[src/lmme_pkg.sv]
// Shared constants and types for the literal, move and multiply executor
package lmme_pkg;
	localparam int lmme_word_w = 16;
	localparam logic [7:0] lmme_op_load_literal = 8'h0E;
	localparam logic [6:0] lmme_op_store_file = 7'h37;
	localparam logic [7:0] lmme_op_mult_literal = 8'h0D;
	localparam logic [7:0] lmme_indexed_limit = 8'h5F;
	localparam logic [7:0] lmme_reset_byte = 8'h00;
	localparam int lmme_phase_bit = 8;
	localparam int lmme_bank_bit = 8;

	typedef enum logic [1:0] {
		lmme_ph_decode = 2'b00,
		lmme_ph_read = 2'b01,
		lmme_ph_process = 2'b10,
		lmme_ph_write = 2'b11
	} lmme_phase_e;

	typedef enum logic [1:0] {
		lmme_ins_none = 2'b00,
		lmme_ins_load = 2'b01,
		lmme_ins_store = 2'b10,
		lmme_ins_mult = 2'b11
	} lmme_ins_e;

	// Data memory write request
	typedef struct packed {
		logic valid;
		logic indexed;
		logic access_bank;
		logic [11:0] addr;
		logic [7:0] data;
	} lmme_file_wr_s;

	typedef struct packed {
		logic [7:0] high_byte;
		logic [7:0] low_byte;
	} lmme_product_s;
endpackage

[src/lmme_mult.sv]
// Unsigned 8x8 combinational multiplier
`timescale 1ns/1ps
module lmme_mult #(
	parameter int width = 8
) (
	input wire logic [width-1:0] a,
	input wire logic [width-1:0] b,
	output logic [2*width-1:0] p
);
	// Refused at elaboration rather than at run time
	if (width < 1) begin : g_width_chk
		$error("width must be positive");
	end

	always_comb begin
		// Zero-extended, so both operands are unsigned
		p = {{width{1'b0}}, a} * {{width{1'b0}}, b};
	end
endmodule

[src/lmme_exec.sv]
// Decode and execute of load-literal, store-accumulator and multiply-literal
// Behaviour
// RQ1: Opcode high byte 0E loads the low byte into the accumulator, flags kept.
// RQ2: Opcode 0110 111a ffff ffff writes the accumulator to file address f.
// RQ3: Bank bit 0 picks the access bank, bank bit 1 uses the bank select value.
// RQ4: Extended set on, bank bit 0 and f at most 5F makes the store indexed.
// RQ5: Opcode high byte 0D multiplies accumulator by the literal, unsigned.
// RQ6: The 16-bit product goes to the high and low product bytes, W kept.
// RQ7: The multiply changes no flag and reports no zero result.
// RQ8: Each instruction is one word, one cycle: decode, read, process, write.
`timescale 1ns/1ps
module lmme_exec
	import lmme_pkg::*;
#(
	parameter int access_split = 8'h80
) (
	input wire logic core_clk,
	input wire logic reset,
	input wire logic instr_valid,
	input wire logic [lmme_pkg::lmme_word_w-1:0] instr_word,
	input wire logic [7:0] bank_select_register,
	input wire logic extended_set_en,
	output lmme_pkg::lmme_file_wr_s file_wr,
	output logic [7:0] accumulator,
	output lmme_pkg::lmme_product_s product,
	output logic [1:0] phase,
	output logic instr_done,
	output logic instr_illegal
);
	import lmme_pkg::*;

	// Both halves of the access bank must keep at least one byte
	if (access_split < 1 || access_split > 255) begin : g_split_chk
		$error("access_split out of range");
	end

	// Sequencer state
	lmme_phase_e phase_q, phase_d;
	lmme_ins_e ins_q, ins_d;
	logic [lmme_word_w-1:0] word_q, word_d;
	logic illegal_q, illegal_d;
	// Datapath state
	logic [7:0] operand_q, operand_d;
	logic [15:0] result_q, result_d;
	// Results seen by the core
	logic [7:0] acc_q, acc_d;
	lmme_product_s prod_q, prod_d;
	lmme_file_wr_s wr_q, wr_d;
	logic done_q, done_d;
	// Decode and address helpers
	lmme_ins_e ins_dec;
	logic [15:0] mult_p;
	logic [7:0] f_addr;
	logic bank_a;
	logic [3:0] page_sel;

	assign f_addr = word_q[7:0];
	assign bank_a = word_q[lmme_bank_bit];

	lmme_mult #(
		.width(8)
	) u_mult (
		.a(acc_q),
		.b(operand_q),
		.p(mult_p)
	);

	// Opcode match on the word offered in decode phase
	always_comb begin
		ins_dec = lmme_ins_none;
		if (instr_word[15:8] == lmme_op_load_literal) begin
			ins_dec = lmme_ins_load; // [RQ1]
		end else if (instr_word[15:9] == lmme_op_store_file) begin
			ins_dec = lmme_ins_store; // [RQ2]
		end else if (instr_word[15:8] == lmme_op_mult_literal) begin
			ins_dec = lmme_ins_mult; // [RQ5]
		end
	end

	// Sequencer: phase counter, held word and decoded kind
	always_comb begin
		phase_d = phase_q;
		ins_d = ins_q;
		word_d = word_q;
		illegal_d = 1'b0;
		// Phases advance each clock; one instruction per four clocks [RQ8]
		unique case (phase_q)
			lmme_ph_decode: begin
				phase_d = lmme_ph_read;
				word_d = instr_word;
				ins_d = lmme_ins_none;
				// Words outside decode phase are ignored without notice
				if (instr_valid) begin
					ins_d = ins_dec;
					illegal_d = (ins_dec == lmme_ins_none);
				end
			end
			lmme_ph_read: begin
				phase_d = lmme_ph_process;
			end
			lmme_ph_process: begin
				phase_d = lmme_ph_write;
			end
			lmme_ph_write: begin
				phase_d = lmme_ph_decode;
			end
		endcase
	end

	// Reset holds decode phase and zero state
	always_ff @(posedge core_clk or posedge reset) begin
		if (reset) begin
			phase_q <= lmme_ph_decode;
			ins_q <= lmme_ins_none;
			word_q <= '0;
			illegal_q <= 1'b0;
		end else begin
			phase_q <= phase_d;
			ins_q <= ins_d;
			word_q <= word_d;
			illegal_q <= illegal_d;
		end
	end

	// Operand read in phase two, so a load just before a store is seen
	always_comb begin
		operand_d = operand_q;
		result_d = result_q;
		if (phase_q == lmme_ph_read) begin
			// Literal or accumulator as operand [RQ8]
			if (ins_q == lmme_ins_store) begin
				operand_d = acc_q;
			end else begin
				operand_d = word_q[7:0];
			end
		end
		if (phase_q == lmme_ph_process) begin
			if (ins_q == lmme_ins_mult) begin
				result_d = mult_p; // [RQ5]
			end else begin
				result_d = {8'h00, operand_q};
			end
		end
	end

	always_ff @(posedge core_clk or posedge reset) begin
		if (reset) begin
			operand_q <= lmme_reset_byte;
			result_q <= 16'h0000;
		end else begin
			operand_q <= operand_d;
			result_q <= result_d;
		end
	end

	// Access bank: below the split on page 0, the rest on the top page
	always_comb begin
		if (bank_a) begin
			page_sel = bank_select_register[3:0]; // [RQ3]
		end else if (f_addr < 8'(access_split)) begin
			page_sel = 4'h0;
		end else begin
			page_sel = 4'hF;
		end
	end

	// All results land on the edge that closes the write phase
	always_comb begin
		acc_d = acc_q;
		prod_d = prod_q;
		wr_d = wr_q;
		wr_d.valid = 1'b0;
		done_d = 1'b0;
		if (phase_q == lmme_ph_write) begin
			done_d = (ins_q != lmme_ins_none); // [RQ8]
			unique case (ins_q)
				lmme_ins_load: begin
					acc_d = result_q[7:0]; // [RQ1]
				end
				lmme_ins_mult: begin
					// W kept, no flag or zero signal exists [RQ6] [RQ7]
					prod_d.high_byte = result_q[15:8];
					prod_d.low_byte = result_q[7:0];
				end
				lmme_ins_store: begin
					wr_d.valid = 1'b1; // [RQ2]
					wr_d.data = result_q[7:0];
					wr_d.access_bank = ~bank_a; // [RQ3]
					// Raw f still reported; offset is the memory's job
					wr_d.indexed = extended_set_en && !bank_a &&
						(f_addr <= lmme_indexed_limit); // [RQ4]
					wr_d.addr = {page_sel, f_addr}; // [RQ3]
				end
				lmme_ins_none: begin
				end
			endcase
		end
	end

	always_ff @(posedge core_clk or posedge reset) begin
		if (reset) begin
			acc_q <= lmme_reset_byte;
			prod_q <= '0;
			wr_q <= '0;
			done_q <= 1'b0;
		end else begin
			acc_q <= acc_d;
			prod_q <= prod_d;
			wr_q <= wr_d;
			done_q <= done_d;
		end
	end

	// Outputs straight from registers, no logic behind them
	assign file_wr = wr_q;
	assign accumulator = acc_q;
	assign product = prod_q;
	assign phase = phase_q;
	assign instr_done = done_q;
	assign instr_illegal = illegal_q;
endmodule

[config.mk]
export PLATFORM = sky130hd
export DESIGN_NAME = lmme_exec
export DESIGN_NICKNAME = d
export VERILOG_FILES = /design/src/lmme_pkg.sv /design/src/lmme_mult.sv /design/src/lmme_exec.sv
export SDC_FILE = /design/constraint.sdc
export NUM_CORES = 1
export LEC_CHECK = 0
export BUFFER_PORTS_ARGS = -buffer_cell sky130_fd_sc_hd__buf_4
export CAP_MARGIN = 25
export CORE_MARGIN = 2
export CORE_UTILIZATION = 40
export DETAILED_ROUTE_END_ITERATION = 12
export PLACE_DENSITY = 0.62
export SLEW_MARGIN = 30
export SYNTH_ARGS = -nofsm -noshare
export SYNTH_HDL_FRONTEND = slang
export SYNTH_SLANG_ARGS = --single-unit
[constraint.sdc]
create_clock -name core_clk -period 7.4 [get_ports core_clk]
set_clock_uncertainty 0.05 [all_clocks]
set_input_delay 1.85 -clock core_clk [delete_from_list [all_inputs] [get_ports core_clk]]
set_output_delay 1.85 -clock core_clk [all_outputs]
set_load 0.02 [all_outputs]
==> results.cfg <==
[setup_path]
cp.depth = 14
startpoint_type = flop
crit_arrival_ns = 4.73
timing.reg2reg.setup_slack_ns = 2.88
reg2reg_depth = 14
critPathCaptureType = flop
worst-setup-path-type = reg2reg
critical-path-top-delay-family = adder cells
crit_path_frequent_cell = fa_1
endpoint = result_q[13]
worstPathCellList = nand2_1 -> fa_1 -> fa_1 -> inv_1 -> fa_1 -> inv_1 -> fa_1 -> inv_1 -> ha_1 -> o211ai_1 -> a21oi_2 -> o21ai_2 -> or4_1 -> nand3_1
r2r_start = accumulator[0]
critPathSlowestCell = dfrtp_1
cpPeakStageDelay_ns = 0.58
required_ns = 7.62
critPathBufInv = 3
cp_max_fo = 11
crit_start = accumulator[0]
rr_endpoint = result_q[13]

[synth]
ys_types = 47
synth_top_area_share_pct = 38.8
synthFlopType = dfrtp_1
yosysTopAreaCell = dfrtp_1
synth_area_leaders = dfrtp_1 39%, fa_1 13%, ha_1 9.0%, nand2_1 6.0%, mux2_2 5.7%
synth_area_sq_um = 5540
yosysSeqAreaShare_pct = 38.8
synth.avg_cell_area_sq_um = 10.1
yosys-top-cells-count = 89 x nand2_1, 86 x dfrtp_1, 62 x inv_1, 50 x and2_1, 40 x ha_1
synth.most_common_cell = nand2_1
synth_edf_count = 0
ys_seq_elements = 86
ys_warn_count = 0
synthCells = 551
synth_async_sr_flop_share_pct = 100
syn_nets = 655

[floorplan]
design.core.area_sq_um = 13700
start_util_pct = 40.4
dieArea_sq_um = 14800
io_pins = 79
die_height_microns = 122
die_w_microns = 122
rows = 43

[routing]
drc = 0
wirelength_microns = 12300
antenna_left = 0
wl_per_cell_microns = 15.4
viasPerCell = 5.02
num_vias = 4012
drt_iter0_drc = 159
drt_pass1_iterations = 4

[pwr]
pwr-share-comb_pct = 8.3
p_per_area_nw_per_um2 = 154
pwr-share-clk_pct = 41.4
power_uw = 998
power_switching_uw = 253
p_sw_share_pct = 25.3
intPower_uw = 745
leakage_nw = 3.49
irDropWorstVdd_mv = 0.104
p_seq_share_pct = 50.3

[cells_and_area]
num-fill-cells = 1298
layout-drive-gt1-share_pct = 20.6
multi_input_area_sq_um = 3050
diodes = 0
nNetsFinal = 720
regArea_sq_um = 2150
syn_to_final_growth_pct = 17.2

[sta]
setup_viol_count_final = 0
finalSetupTns_ns = 0
rsz0062_at_grt = false
period_needed_ns = 4.52
fmax_mhz = 221
relSlewSlack_pct = 34.9
slew_viol_final = 0
worstMarginPinSlew_ns = 0.973
hold_viol = 0
period_share_pct = 61.0

[clocking]
hold_buffers = 0
cts_made_buffers = 9
cts_root_buf = clkbuf_16
htreeDepth = 3
cts_setup_buffers = 0
clkSinkCount = 86
cts_buffer_depth = 2
insertion_delay_ns = 0.33
clk_pin_slew_ns = 0.06
cts_tree = done
cts_resized = 0

[global_routing]
grt_pass1_wl_microns = 20800
gr-total-overflow = 0
grt_max_degree = 87
track_usage_pct = 17.9
grt_pass1_vias = 4235
antenna_found_initial = 0

[worst_hold_path]
worstHoldPathCells = 2
hold_class = reg2reg

[placement]
place.gp.congestion = 0.806
port_buffers = 74
dp_hpwl_microns = 9110

[outcome]
status = finished, final reports clean

[run]
maxCapViolCount = 0
cells by family after synthesis:
logic type	count (synthesis)	synth area share, %
AOI/OAI and AO/OA	76	7.99
xor gates and xnor gates	10	1.58
adders and majority gates	76	22.0
buffers and inverters	84	6.16
DFF	86	38.8
muxes	39	7.67
and+or+nand+nor	180	15.8
layout make-up:
class	instances	area share (%)
clock inverters	6	0.597
well taps	180	3.46
clock buffers	9	3.46
flip-flops and latches	86	33.1
multi-input cells	381	46.9
inverters	62	3.60
repair buffers	76	8.84
metrics by stage:
step	instances	utilization, %	setup WS [ns]	hold slack (ns)	area (sq um)
detailed placement	785	45.5	2.88	0.418	6240
floorplan	551	-	3.10	0.398	5540
CTS	800	47.4	2.85	0.433	6500
finish	800	47.4	2.88	0.428	6500
global placement	785	45.4	2.95	0.411	6230
global route	800	47.4	2.56	0.457	6500
power by group through the flow:
stage	combinational (mW)	sequential, mW	clock (mW)
after global placement	0.0824	0.510	0
after global routing	0.0959	0.504	0.442
after detailed placement	0.0844	0.511	0
after CTS	0.0853	0.502	0.421
after floorplan	0.0497	0.507	0
final	0.0832	0.502	0.413
worst min-delay path by stage:
stage | slack, ns | end | startpoint
after global routing | 0.46 | file_wr[3] | file_wr[3]
after global placement | 0.41 | result_q[9] | result_q[9]
after CTS | 0.43 | file_wr[5] | file_wr[5]
after detailed placement | 0.42 | file_wr[5] | file_wr[5]
final | 0.43 | file_wr[5] | file_wr[5]
after floorplan | 0.40 | result_q[9] | result_q[9]
sequential cells by signal (all words and copies together) (netlist names):
register,cells
file_wr,23
product,16
result_q,16
word_q,9
accumulator,8
operand_q,8
ins_q,2
phase,2
instr_done,1
instr_illegal,1
worst register-to-register path, cell delays in order (launching register included):
cell	delay [ns]
dfrtp_1	0.58
nand2_1	0.16
fa_1	0.55
fa_1	0.55
inv_1	0.05
fa_1	0.54
inv_1	0.07
fa_1	0.53
inv_1	0.04
ha_1	0.34
o211ai_1	0.12
a21oi_2	0.17
o21ai_2	0.13
or4_1	0.48
nand3_1	0.09
per-layer routing:
metal	up-vias	track usage [%]	routed length, microns
met1	1961	24.5	5590
li1	1919	-	-
met3	29	3.04	420
met4	0	7.04	339
met2	103	28.5	5940
met5	-	0	0
layout by cell type (no fill, tap or decap), drive strengths merged, types with 8 or more instances in the layout:
cell type and instances:
mux2 28, a21oi 30, o21ai 23, dfrtp 86, and2 50, fa 36
mux2i 11, inv 62, ha 40, clkbuf 9, nor2 14, nand2 89
xor2 8, buf 76
(Power assumes the default switching activity.)
